### src/rtl/ssp_pkg.sv
package ssp_pkg;

   // =====================================================
   // data path geometry
   localparam int FIFO_WIDTH = 16;
   localparam int FIFO_DEPTH = 32;
   localparam int FIFO_IRQ_LEVEL = FIFO_DEPTH / 2;
   localparam int NUM_TARGETS = 4;
   localparam int TGT_W = 2;
   localparam int MIN_WORD_LEN = 4;
   localparam int MAX_WORD_LEN = 16;

   // =====================================================
   // per-target settings word layout
   localparam int SET_LEN_LSB = 0;
   localparam int SET_LEN_W = 4;
   localparam int SET_FMT_BIT = 4;
   localparam int SET_MODE_LSB = 5;
   localparam int SET_W = 7;
   localparam logic [SET_LEN_W-1:0] LEN_M1_MIN = 4'h3;

   // =====================================================
   // clock generator defaults and reset values
   localparam int PRESCALE_W_DEF = 8;
   localparam int DIV_W_DEF = 8;
   localparam logic SCLK_IDLE = 1'b0;

   // =====================================================
   // modes and states
   typedef enum logic [1:0] {
      MODE_MASTER_NORMAL = 2'h0,
      MODE_MASTER_SEQ = 2'h1,
      MODE_SLAVE = 2'h2,
      MODE_SLAVE_ALT = 2'h3
   } op_mode_t;

   typedef enum logic [1:0] {
      ST_IDLE = 2'h0,
      ST_LEAD = 2'h1,
      ST_SHIFT = 2'h3,
      ST_TRAIL = 2'h2
   } xfer_state_t;

endpackage

### src/rtl/ssp_fifo.sv
module ssp_fifo #(
   parameter int WIDTH = 16,
   parameter int DEPTH = 32
) (
   input wire logic core_clk,
   input wire logic reset,
   input wire logic [WIDTH-1:0] in_data,
   input wire logic in_valid,
   output logic in_ready,
   output logic [WIDTH-1:0] out_data,
   output logic out_valid,
   input wire logic out_ready,
   output logic [$clog2(DEPTH):0] level
);
   localparam int AW = $clog2(DEPTH);

   logic [WIDTH-1:0] mem [DEPTH];
   logic [AW-1:0] wr_q;
   logic [AW-1:0] rd_q;
   logic [AW:0] cnt_q;
   logic push;
   logic pop;

   assign in_ready = (cnt_q != (AW+1)'(DEPTH));
   assign out_valid = (cnt_q != '0);
   assign push = in_valid && in_ready;
   assign pop = out_valid && out_ready;
   assign out_data = mem[rd_q];
   assign level = cnt_q;

   always_ff @(posedge core_clk) begin
      if (push) begin
         mem[wr_q] <= in_data;
      end
   end

   // depth is a power of two, pointers wrap naturally
   always_ff @(posedge core_clk or posedge reset) begin
      if (reset) begin
         wr_q <= '0;
         rd_q <= '0;
      end else begin
         if (push) begin
            wr_q <= wr_q + 1'b1;
         end
         if (pop) begin
            rd_q <= rd_q + 1'b1;
         end
      end
   end

   always_ff @(posedge core_clk or posedge reset) begin
      if (reset) begin
         cnt_q <= '0;
      end else if (push && !pop) begin
         cnt_q <= cnt_q + 1'b1;
      end else if (pop && !push) begin
         cnt_q <= cnt_q - 1'b1;
      end
   end
endmodule

### src/rtl/synchronous_serial_port.sv
module synchronous_serial_port
   import ssp_pkg::*;
#(
   parameter int PRESCALE_W = PRESCALE_W_DEF,
   parameter int DIV_W = DIV_W_DEF,
   parameter int FIFO_DEPTH_P = FIFO_DEPTH
) (
   input wire logic core_clk,
   input wire logic reset,
   input wire logic port_enable,
   input wire logic loopback_en,
   input wire logic [PRESCALE_W-1:0] prescale,
   input wire logic [DIV_W-1:0] bit_rate_div,
   input wire logic [SET_W-1:0] per_target_settings [NUM_TARGETS],
   input wire logic [TGT_W-1:0] normal_target,
   input wire logic [TGT_W-1:0] last_seq_target,
   input wire logic [FIFO_WIDTH-1:0] tx_data,
   input wire logic tx_valid,
   output logic tx_ready,
   output logic [FIFO_WIDTH-1:0] rx_data,
   output logic rx_valid,
   input wire logic rx_ready,
   input wire logic tx_irq_en,
   input wire logic rx_irq_en,
   input wire logic overrun_irq_en,
   input wire logic overrun_clear,
   output logic overrun_flag,
   output logic busy,
   output logic combined_irq_out,
   input wire logic sclk_in,
   output logic sclk_out,
   output logic sclk_oe,
   input wire logic [NUM_TARGETS-1:0] target_select_line_in,
   output logic [NUM_TARGETS-1:0] target_select_line_out,
   output logic [NUM_TARGETS-1:0] target_select_line_oe,
   input wire logic serial_data_in_pin,
   output logic serial_data_out_pin
);
   localparam int LVW = $clog2(FIFO_DEPTH_P) + 1;

   // =====================================================
   // declarations
   xfer_state_t state_q;
   op_mode_t mode;
   logic slave;
   logic seq_mode;
   logic [TGT_W-1:0] target_q;
   logic [TGT_W-1:0] next_tgt;
   logic [SET_W-1:0] start_set;
   logic [SET_LEN_W-1:0] len_raw;
   logic [SET_LEN_W-1:0] len_next;
   logic [SET_LEN_W-1:0] len_m1_q;
   logic fp_q;
   logic [PRESCALE_W-1:0] presc_q;
   logic [DIV_W-1:0] div_q;
   logic tick;
   logic sclk_q;
   logic sclk_run;
   logic [2:0] sync1_q;
   logic [2:0] sync2_q;
   logic sclk_d3_q;
   logic select_line_zero;
   logic s_rise;
   logic s_fall;
   logic m_rise;
   logic m_fall;
   logic rise_e;
   logic fall_e;
   logic din_eff;
   logic sample_q;
   logic [FIFO_WIDTH-1:0] shift_q;
   logic [FIFO_WIDTH-1:0] shift_d;
   logic [SET_LEN_W:0] bit_cnt_q;
   logic start_m;
   logic start_s;
   logic load;
   logic word_done;
   logic slave_abort;
   logic [FIFO_WIDTH-1:0] tx_out_data;
   logic tx_out_valid;
   logic rx_in_ready;
   logic [LVW-1:0] tx_level;
   logic [LVW-1:0] rx_level;
   logic overrun_q;
   logic irq_q;

   // =====================================================
   // FIFOs
   ssp_fifo #(.WIDTH(FIFO_WIDTH), .DEPTH(FIFO_DEPTH_P)) tx_fifo (
      .core_clk(core_clk),
      .reset(reset),
      .in_data(tx_data),
      .in_valid(tx_valid),
      .in_ready(tx_ready),
      .out_data(tx_out_data),
      .out_valid(tx_out_valid),
      .out_ready(load),
      .level(tx_level)
   );

   ssp_fifo #(.WIDTH(FIFO_WIDTH), .DEPTH(FIFO_DEPTH_P)) rx_fifo (
      .core_clk(core_clk),
      .reset(reset),
      .in_data(shift_d),
      .in_valid(word_done),
      .in_ready(rx_in_ready),
      .out_data(rx_data),
      .out_valid(rx_valid),
      .out_ready(rx_ready),
      .level(rx_level)
   );

   // =====================================================
   // mode and settings selection
   assign mode = op_mode_t'(per_target_settings[0][SET_MODE_LSB +: 2]);
   assign slave = mode[1];
   assign seq_mode = (mode == MODE_MASTER_SEQ);
   assign next_tgt = seq_mode ? target_q : normal_target;
   assign start_set = slave ? per_target_settings[0] : per_target_settings[next_tgt];
   assign len_raw = start_set[SET_LEN_LSB +: SET_LEN_W];
   assign len_next = (len_raw < LEN_M1_MIN) ? LEN_M1_MIN : len_raw;

   // =====================================================
   // pin synchronisers: sclk, select zero, data in
   assign select_line_zero = target_select_line_in[0];
   always_ff @(posedge core_clk or posedge reset) begin
      if (reset) begin
         sync1_q <= {1'b1, 1'b1, SCLK_IDLE};
         sync2_q <= {1'b1, 1'b1, SCLK_IDLE};
         sclk_d3_q <= SCLK_IDLE;
      end else begin
         sync1_q <= {serial_data_in_pin, select_line_zero, sclk_in};
         sync2_q <= sync1_q;
         sclk_d3_q <= sync2_q[0];
      end
   end

   // slave edges assume sclk at a quarter of core clock
   assign s_rise = sync2_q[0] && !sclk_d3_q;
   assign s_fall = !sync2_q[0] && sclk_d3_q;

   // =====================================================
   // prescaler and bit-rate divider
   always_ff @(posedge core_clk or posedge reset) begin
      if (reset) begin
         presc_q <= '0;
         div_q <= '0;
      end else if (state_q == ST_IDLE) begin
         presc_q <= '0;
         div_q <= '0;
      end else if (presc_q == prescale) begin
         presc_q <= '0;
         div_q <= (div_q == bit_rate_div) ? '0 : div_q + 1'b1;
      end else begin
         presc_q <= presc_q + 1'b1;
      end
   end

   // half a serial period is at least one core cycle
   assign tick = (presc_q == prescale) && (div_q == bit_rate_div) && (state_q != ST_IDLE);
   assign sclk_run = (state_q == ST_SHIFT) || ((state_q == ST_LEAD) && fp_q);

   always_ff @(posedge core_clk or posedge reset) begin
      if (reset) begin
         sclk_q <= SCLK_IDLE;
      end else if (state_q == ST_IDLE) begin
         sclk_q <= SCLK_IDLE;
      end else if (tick && sclk_run) begin
         sclk_q <= ~sclk_q;
      end
   end

   assign m_rise = tick && sclk_run && !sclk_q;
   assign m_fall = tick && sclk_q;
   assign rise_e = slave ? s_rise : m_rise;
   assign fall_e = slave ? s_fall : m_fall;

   // =====================================================
   // shifter: sample on rising, shift on falling
   assign din_eff = loopback_en ? shift_q[FIFO_WIDTH-1] : sync2_q[2];
   assign shift_d = {shift_q[FIFO_WIDTH-2:0], sample_q};

   always_ff @(posedge core_clk or posedge reset) begin
      if (reset) begin
         shift_q <= '0;
      end else if (load) begin
         shift_q <= tx_out_valid ? tx_out_data << (4'(FIFO_WIDTH - 1) - len_next) : '0;
      end else if ((state_q == ST_SHIFT) && fall_e) begin
         shift_q <= shift_d;
      end
   end

   always_ff @(posedge core_clk or posedge reset) begin
      if (reset) begin
         sample_q <= 1'b0;
      end else if (rise_e) begin
         sample_q <= din_eff;
      end
   end

   always_ff @(posedge core_clk or posedge reset) begin
      if (reset) begin
         bit_cnt_q <= '0;
      end else if (load) begin
         bit_cnt_q <= '0;
      end else if ((state_q == ST_SHIFT) && fall_e) begin
         bit_cnt_q <= bit_cnt_q + 1'b1;
      end
   end

   always_ff @(posedge core_clk or posedge reset) begin
      if (reset) begin
         len_m1_q <= LEN_M1_MIN;
         fp_q <= 1'b0;
      end else if (load) begin
         len_m1_q <= len_next;
         fp_q <= start_set[SET_FMT_BIT];
      end
   end

   // =====================================================
   // transfer sequencing
   assign start_m = !slave && port_enable && tx_out_valid && (state_q == ST_IDLE);
   assign start_s = slave && port_enable && (state_q == ST_IDLE) &&
      (start_set[SET_FMT_BIT] ? (s_fall && sync2_q[1]) : !sync2_q[1]);
   assign load = start_m || start_s;
   assign word_done = (state_q == ST_SHIFT) && fall_e && (bit_cnt_q == {1'b0, len_m1_q});
   assign slave_abort = slave && !fp_q && sync2_q[1] && (state_q == ST_SHIFT);

   always_ff @(posedge core_clk or posedge reset) begin
      if (reset) begin
         state_q <= ST_IDLE;
      end else if (!port_enable) begin
         state_q <= ST_IDLE;
      end else begin
         unique case (state_q)
            ST_IDLE: begin
               if (start_m) begin
                  state_q <= ST_LEAD;
               end else if (start_s) begin
                  state_q <= ST_SHIFT;
               end
            end
            ST_LEAD: begin
               if (fp_q ? m_fall : tick) begin
                  state_q <= ST_SHIFT;
               end
            end
            ST_SHIFT: begin
               if (slave_abort) begin
                  state_q <= ST_IDLE;
               end else if (word_done) begin
                  state_q <= slave ? ST_IDLE : ST_TRAIL;
               end
            end
            ST_TRAIL: begin
               if (tick) begin
                  state_q <= ST_IDLE;
               end
            end
         endcase
      end
   end

   always_ff @(posedge core_clk or posedge reset) begin
      if (reset) begin
         target_q <= '0;
      end else if (start_m) begin
         target_q <= next_tgt;
      end else if (seq_mode && (state_q == ST_TRAIL) && tick) begin
         target_q <= (target_q == last_seq_target) ? '0 : target_q + 1'b1;
      end
   end

   // =====================================================
   // pins
   assign sclk_out = sclk_q;
   assign sclk_oe = !slave;
   assign serial_data_out_pin = shift_q[FIFO_WIDTH-1];

   for (genvar i = 0; i < NUM_TARGETS; i++) begin : g_sel
      logic hit;
      assign hit = !slave && (target_q == TGT_W'(i)) && (state_q != ST_IDLE);
      assign target_select_line_out[i] = fp_q ? (hit && (state_q == ST_LEAD)) : !hit;
      assign target_select_line_oe[i] = !slave;
   end

   // =====================================================
   // status and interrupt
   always_ff @(posedge core_clk or posedge reset) begin
      if (reset) begin
         overrun_q <= 1'b0;
      end else if (word_done && !rx_in_ready) begin
         overrun_q <= 1'b1;
      end else if (overrun_clear) begin
         overrun_q <= 1'b0;
      end
   end

   always_ff @(posedge core_clk or posedge reset) begin
      if (reset) begin
         irq_q <= 1'b0;
      end else begin
         irq_q <= (tx_irq_en && (tx_level <= LVW'(FIFO_IRQ_LEVEL))) ||
            (rx_irq_en && (rx_level >= LVW'(FIFO_IRQ_LEVEL))) ||
            (overrun_irq_en && overrun_q);
      end
   end

   assign combined_irq_out = irq_q;
   assign overrun_flag = overrun_q;
   assign busy = (state_q != ST_IDLE);
endmodule

### config.mk
export PLATFORM = sky130hd
export DESIGN_NAME = synchronous_serial_port
export DESIGN_NICKNAME = d
export VERILOG_FILES = /design/src/rtl/ssp_pkg.sv /design/src/rtl/ssp_fifo.sv /design/src/rtl/synchronous_serial_port.sv
export SDC_FILE = /design/constraint.sdc
export NUM_CORES = 1
export LEC_CHECK = 0
export BUFFER_PORTS_ARGS = -buffer_cell sky130_fd_sc_hd__buf_2
export CAP_MARGIN = 0
export CORE_ASPECT_RATIO = 0.8
export CORE_MARGIN = 2
export CORE_UTILIZATION = 23
export CTS_CLUSTER_DIAMETER = 40
export DETAILED_ROUTE_END_ITERATION = 8
export PLACE_DENSITY = 0.45
export SLEW_MARGIN = 20
export SYNTH_ARGS = -nofsm -noshare
export SYNTH_HDL_FRONTEND = slang
export SYNTH_HIERARCHICAL = 1
export SYNTH_SLANG_ARGS = --single-unit
### constraint.sdc
create_clock -name core_clk -period 6.59 [get_ports core_clk]
set_clock_uncertainty 0.05 [all_clocks]
set_input_delay 0.3295 -clock core_clk [delete_from_list [all_inputs] [get_ports core_clk]]
set_output_delay 0.3295 -clock core_clk [all_outputs]
set_load 0.03 [all_outputs]
### Yosys cells after proc, flatten, opt, wreduce, memory -nomap -nowiden

Memories as Yosys holds them, arrays and structs flattened.
Cells that the tools add are included.

| cells by class | value |
|---|---|
| add/sub/neg operators | 13 |
| order comparisons | 4 |
| equal/unequal tests | 17 |
| shifts and indexed selects | 1 |
| multiplexer cells | 49 |
| bitwise logic cells | 2 |
| reductions and logical operators | 78 |

Operator list:

| operator | count |
|---|---|
| $mux 16 | 3 |
| $logic_and 1x1->1 | 46 |
| $mux 8 | 5 |
| $add 5x1->5 const B | 5 |
| $mux 5 | 5 |
| $mux 2 | 12 |
| $mux 6 | 4 |
| $mux 1 | 17 |
| $add 8x1->8 const B | 2 |
| $eq 8x8->1 | 2 |
| $reduce_bool 2->1 | 8 |
| $shl 16x4->16 | 1 |
| $logic_not 1->1 | 15 |
| $bmux 7 s2 | 1 |
| $add 6x1->6 const B | 2 |
| $ne 6x6->1 const B | 2 |
| $reduce_bool 6->1 | 2 |
| $sub 6x1->6 const B | 2 |
| $eq 2x2->1 const B | 4 |
| $pmux 2 s4 | 1 |
| $eq 2x1->1 const B | 3 |
| $ge 6x5->1 const B | 1 |
| $le 6x5->1 const B | 1 |
| $ne 3x3->1 const B | 2 |
| other kinds (14) | 18 |

| storage, ports and cells | value |
|---|---|
| flip-flop bits (word level) | 89 |
| RAM bits | 1024 |
| bits of input ports | 80 |
| output and inout port bits | 32 |
| word-level logic and storage cells | 187 |
| memories kept | 2 |

Memory list:

| name | words | bits a word | read ports | clocked after Yosys merged registers in | wr ports | RTL line | source |
|---|---|---|---|---|---|---|---|
| rx_fifo.mem | 32 | 16 | 1 | 0 | 1 | ssp_fifo.sv:17 | `logic [WIDTH-1:0] mem [DEPTH];` |
| tx_fifo.mem | 32 | 16 | 1 | 0 | 1 | ssp_fifo.sv:17 |  |

### Longest topological paths before layout

| logic depth | value |
|---|---|
| depth in word-level cells | 14 |
| depth in mapped cells | 17 |
| gate-level depth less buffers | 15 |

### By module

Netlist, hierarchy kept.

Modules (own cells, without submodules):

| module | instances | cells each | area an instance (sq um) | sequential area each (sq um) |
|---|---|---|---|---|
| ssp_fifo | 2 | 981 | 20642.3 | 15775.1 |
| synchronous_serial_port | 1 | 510 | 4286.6 | 1433.9 |

### Least setup slack after synthesis

OpenSTA, ideal clock, no wires.

| timing path | value |
|---|---|
| path type | register to register |
| start | register target_q[0] |
| end | register tx_fifo.cnt_q[5], in the netlist tx_fifo/level[5] |
| setup time | 0.086 ns |
| arrival time | 3.653 ns |
| required time | 6.454 ns |
| slack | 2.801 ns |
| stages on the path, launching flop included | 18 |
| path buffers | 2 |
| clock period less this slack | 3.789 ns |
| cell sequence | dfrtp_1 > buf_4 > nor4bb_1 > o21ba_2 > or4b_1 > nand2_1 > or3_1 > inv_1 > buf_1 > o31a_1 > inv_1 > ha_1 > inv_1 > ha_1 > a211oi_1 > a21oi_1 > o21a_1 > nor3_1 |

| between the ends | value |
|---|---|
| word-level cells in the longest chain between the ends | 13 |
| elaborated cells on any way between the ends | 15 |
| classes of those cells | mux: 7; bitwise: 1; reduce/logical: 7 |

RTL lines:

| element | RTL line | source |
|---|---|---|
| start, declared | synchronous_serial_port.sv:47 | `logic [TGT_W-1:0] target_q;` |
| start signal, assigned | synchronous_serial_port.sv:269 | `target_q <= next_tgt;` |
| start signal, assigned | synchronous_serial_port.sv:271 | `target_q <= (target_q == last_seq_target) ? '0 : target_q + 1'b1;` |
| $mux 2 * | synchronous_serial_port.sv:118 | `assign next_tgt = seq_mode ? target_q : normal_target;` |
| $not 2->3 (implied by the code) * | synchronous_serial_port.sv:119 | `assign start_set = slave ? per_target_settings[0] : per_target_settings[next_tgt];` |
| $bmux 7 s2 * | synchronous_serial_port.sv:119 |  |
| $mux 5 (implied by the code) * (2 in series) | synchronous_serial_port.sv:119 |  |
| $mux 5 * | synchronous_serial_port.sv:119 |  |
| $mux 1 * | synchronous_serial_port.sv:225 | `(start_set[SET_FMT_BIT] ? (s_fall && sync2_q[1]) : !sync2_q[1]);` |
| $logic_and 1x1->1 * | synchronous_serial_port.sv:224 | `assign start_s = slave && port_enable && (state_q == ST_IDLE) &&` |
| $logic_or 1x1->1 * | synchronous_serial_port.sv:226 | `assign load = start_m \|\| start_s;` |
| via load | synchronous_serial_port.sv:76 | `logic load;` |
| $logic_and 1x1->1 * | ssp_fifo.sv:27 | `assign pop = out_valid && out_ready;` |
| $logic_not 1->1 | ssp_fifo.sv:55 | `end else if (push && !pop) begin` |
| $logic_and 1x1->1 | ssp_fifo.sv:55 |  |
| $mux 6 or $reduce_bool 2->1 (tied branches) | -- |  |
| end signal, assigned | ssp_fifo.sv:56 | `cnt_q <= cnt_q + 1'b1;` |
| end signal, assigned | ssp_fifo.sv:58 | `cnt_q <= cnt_q - 1'b1;` |
| end, declared | ssp_fifo.sv:20 | `logic [AW:0] cnt_q;` |

Mark *: on every way through the listed nets, which the timed path passes. The rest lies on a longest branch. The select of a mux whose other input is x is not followed.
A chain may end at the register's enable or synchronous reset.

### Worst setup path in the final report

| timing path | value |
|---|---|
| start | register div_q[5] |
| end | register rx_fifo.cnt_q[5], in the netlist rx_fifo/level[5] |

| between the ends | value |
|---|---|
| word-level cells in the longest chain between the ends | 11 |
| elaborated cells on any way between the ends | 13 |
| classes of those cells | eq/ne: 1; mux: 2; reduce/logical: 10 |

RTL lines:

| element | RTL line | source |
|---|---|---|
| start, declared | synchronous_serial_port.sv:55 | `logic [DIV_W-1:0] div_q;` |
| start signal, assigned | synchronous_serial_port.sv:153 | `div_q <= (div_q == bit_rate_div) ? '0 : div_q + 1'b1;` |
| $eq 8x8->1 * | synchronous_serial_port.sv:160 | `assign tick = (presc_q == prescale) && (div_q == bit_rate_div) && (state_q != ST_IDLE);` |
| $logic_and 1x1->1 * (2 in series) | synchronous_serial_port.sv:160 |  |
| $logic_and 1x1->1 * | synchronous_serial_port.sv:174 | `assign m_fall = tick && sclk_q;` |
| $mux 1 * | synchronous_serial_port.sv:176 | `assign fall_e = slave ? s_fall : m_fall;` |
| $logic_and 1x1->1 * (2 in series) | synchronous_serial_port.sv:227 | `assign word_done = (state_q == ST_SHIFT) && fall_e && (bit_cnt_q == {1'b0, len_m1_q});` |
| via word_done | synchronous_serial_port.sv:77 | `logic word_done;` |
| $logic_and 1x1->1 * | ssp_fifo.sv:26 | `assign push = in_valid && in_ready;` |
| $logic_not 1->1 | ssp_fifo.sv:57 | `end else if (pop && !push) begin` |
| $logic_and 1x1->1 | ssp_fifo.sv:57 |  |
| $reduce_bool 2->1 (no line) | -- |  |
| end signal, assigned | ssp_fifo.sv:56 |  |
| end signal, assigned | ssp_fifo.sv:58 |  |
| end, declared | ssp_fifo.sv:20 |  |

Mark *: on every way through the listed nets, which the timed path passes. The rest lies on a longest branch.

==> results.md <==
- Outcome: finished, final reports clean
- CTS Buffer Depth: 3
- Placed Instances: between 5000 and 6000
- RSZ-0062 raised after global routing: false
- Via density per instance: 4.37
- Data required, critical path: just over 7 ns
- Syn avg cell area: around 18 µm²
- DRT met1 WL: approximately 60000 µm
- Post-synth top cells: edfxtp_1, mux2i_1, mux4_2
- Peak supply drop: between 0.2 and 0.25 mV
- Post-synthesis async set-or-reset flop share: around 8%
- Most frequent cell after synthesis: edfxtp_1
- Crit path kind: reg2reg
- F_max: between 150 and 200 MHz
- Fin. Hold Viols: 0
- Dpl ws: 1.26 ns
- Total power: ~26 mW
- Routed Antenna Nets: 0
- Vias in the first global route: about 24000
- # rows: 146
- Drt wl/cell: about 22 µm
- Gr usage total: between 10% and 20%
- Clock Power Share: 36.7%
- Syn Nets: about 2600
- Yosys reg bits: roughly 1100
- Io pins: around 110
- Final WS setup: 1.29 ns
- Die width: 502 µm
- Crit path time final: ~5.3 ns
- Die area: about 200000 µm²
- WL met3: ~6300 µm
- Fraction of layout cells with a size suffix above 1: 26.2%
- Register area share after synthesis: slightly above 70%
- Total global routing overflow: 0
- Sw Ratio: ~33%
- Lkg Pwr: between 15 and 20 nW
- Leading area contributor after synthesis: edfxtp_1
- Largest net degree at the start of global routing: between 80 and 90
- Worst slew margin: around 23%
- Layout Cells excl Fill: approximately 5500
- Initial antenna violation count: 10
- CP endpoint kind: flop
- HP Class: in2reg
- Crit path DAT: approximately 6 ns
- Number of synthesized flops with an enable pin: ~1000
- Final wirelength: ~120000 µm
- Synthesized instance count: roughly 2500
- H-tree levels: 4
- Starting density of the core: between 20 and 25%
- TritonRoute pass-1 iters: 5
- Sum Neg Setup Slack: 0 ns
- Number of setup buffers added after CTS: 0
- First-pass GRT wire length: around 180000 µm
- Final HPWL DP: 75800 µm
- Skew-Pair Late Insertion Delay: 0.78 ns
- CTS root buffer: clkbuf_16
- Vias: around 24000
- CTS buffer count: roughly 180
- IO buf count: 102
- Fillcell total: 19621
- Net load switching power: roughly 8.5 mW
- CTS sink cnt: approximately 1100
- Area growth syn-to-layout: 22.6%
- Sequential Power Share: 36.0%
- Routed length on met2: 53300 µm
- Peak fanout along the critical path: 20
- Max layer used: met5
- Top_reg_cell synth: edfxtp_1
- Yosys Warn Count: 6
- Cell variety after synth: 81
- Internal power: approximately 17 mW
- Nets@finish: between 2000 and 3000
- Slew Viols, Final: 0
- Final period util: 80.4%
- Actual slew at the worst max-slew pin: between 1 and 1.5 ns
- # setup viols final: 0
- Power share of the combinational group: between 20% and 30%
- Post-synth top area share: around 67%
- CORE AREA: ~200000 µm²
- CP Launch Type: flop
- Clk pin slew, worst setup/hold paths: roughly 0.05 ns
- Die Y: roughly 400 µm
- Synth Cell Area: 45600 µm²
- Max_cap viols: 0
- DRC Markers: 0
- Placer congestion estimate: 0.758
- DR iter-0 viols: around 1900
- Synth area leaders: edfxtp_1, mux4_2, dfrtp_1
- CTS tree: done
- PD cells: between 400 and 500 nW/µm²
through the flow:
| step | utilization [%] | hold slack, ns | area (µm²) |
|---|---|---|---|
| after floorplan | - | 0.193 | 45600 |
| after global placement | 25.1 | 0.249 | 49600 |
| after detailed placement | 25.1 | 0.247 | 49600 |
| after CTS | 28.3 | 0.00633 | 55800 |
| after global routing | 28.3 | 0.0689 | 55900 |
| final | 28.3 | 0.0692 | 55900 |
flip-flops by register name (all words and copies together), names as in the netlist, 5 cells and up:
| name | count |
|---|---|
| rx_fifo/rd_q | 5 |
| rx_fifo/wr_q | 5 |
| presc_q | 8 |
| div_q | 8 |
| rx_fifo/mem | 512 |
| rx_fifo/level | 6 |
| bit_cnt_q | 5 |
| shift_q | 16 |
| tx_fifo/mem | 512 |
| tx_fifo/rd_q | 5 |
| tx_fifo/level | 6 |
| tx_fifo/wr_q | 5 |
critical path, cell delays in order, from the launching register on:
cell and delay (ns):
dfrtp_1 0.41, xor2_1 0.17, nor4_1 0.47, nand4bb_1 0.36, o31a_1 0.37, or2_1 0.49
nor4_2 0.83, o31a_1 0.50, ha_1 0.33, inv_1 0.18, ha_1 0.35, a211oi_1 0.25
a21oi_1 0.13, o21a_1 0.12, nor3_1 0.17
area by class of cell:
cell class                      count  area, µm²  area share [%]
Sequential cell                  1113      33000            59.1
Multi-Input combinational cell   1169      11800            21.0
Clock buffer                      206       4610            8.25
Tap cell                         2664       3330            5.97
Timing Repair Buffer              224       1500            2.68
Clock inverter                    122       1480            2.64
Inverter                           45        169           0.302
Antenna cell                        6       15.0          0.0269
worst paths after layout:
path	from	end	slack (ns)	cells after the start
min reg2reg	sync1_q[0]$_DFF_PP0_	sync2_q[0]$_DFF_PP0_	0.30	0
max	div_q[5]$_DFFE_PP0P_	rx_fifo/level[5]$_DFFE_PP0P_	1.29	14
max in group asynchronous	reset	div_q[1]$_DFFE_PP0P_	4.84	5
min	last_seq_target[1]	target_q[1]$_DFFE_PP0P_	0.07	7
min in group asynchronous	reset	rx_fifo/level[3]$_DFFE_PP0P_	0.27	3
max reg2reg	div_q[5]$_DFFE_PP0P_	rx_fifo/level[5]$_DFFE_PP0P_	1.29	14
power groups by stage:
stage	registers (mW)	clock network (mW)	logic, mW
floorplan	8.97	0	4.63
global placement	9.32	0	7.05
detailed placement	9.33	0	7.07
CTS	9.19	9.56	7.09
global route	9.25	9.86	7.46
finish	9.17	9.35	6.98
what timing repair did:
item                                   in CTS  in global routing
gates resized for setup                     0                  0
endpoints found under the hold margin     128                  0
hold buffers                               14                  0
cell usage in the layout, fill, tap and decap left out, types with 36 or more instances in the layout:
cell and n:
a21oi_1 87, o21ai_0 56, mux4_2 146, mux2i_1 149, clkbuf_16 179, nand2_1 67
inv_1 43, buf_2 102, edfxtp_1 1024, dfrtp_1 71, buf_4 105, o22ai_1 41
nor2_1 84, a22o_1 36, mux4_1 48
logic make-up after synthesis:
group	Yosys count	synth area share, %
flops	1113	72.4
fa+ha+maj	31	0.884
xor+xnor	56	1.08
simple gates	332	3.56
buf+inv	190	2.15
compound gates	398	6.45
mux	352	13.5
metal layers:
layer / global-route usage, % / up-vias
met5: 0 / -
met3: 2.41 / 187
met2: 17.3 / 619
met1: 18.0 / 12723
li1: - / 10721
met4: 4.16 / 2
Power figures use the tool's default switching activity.
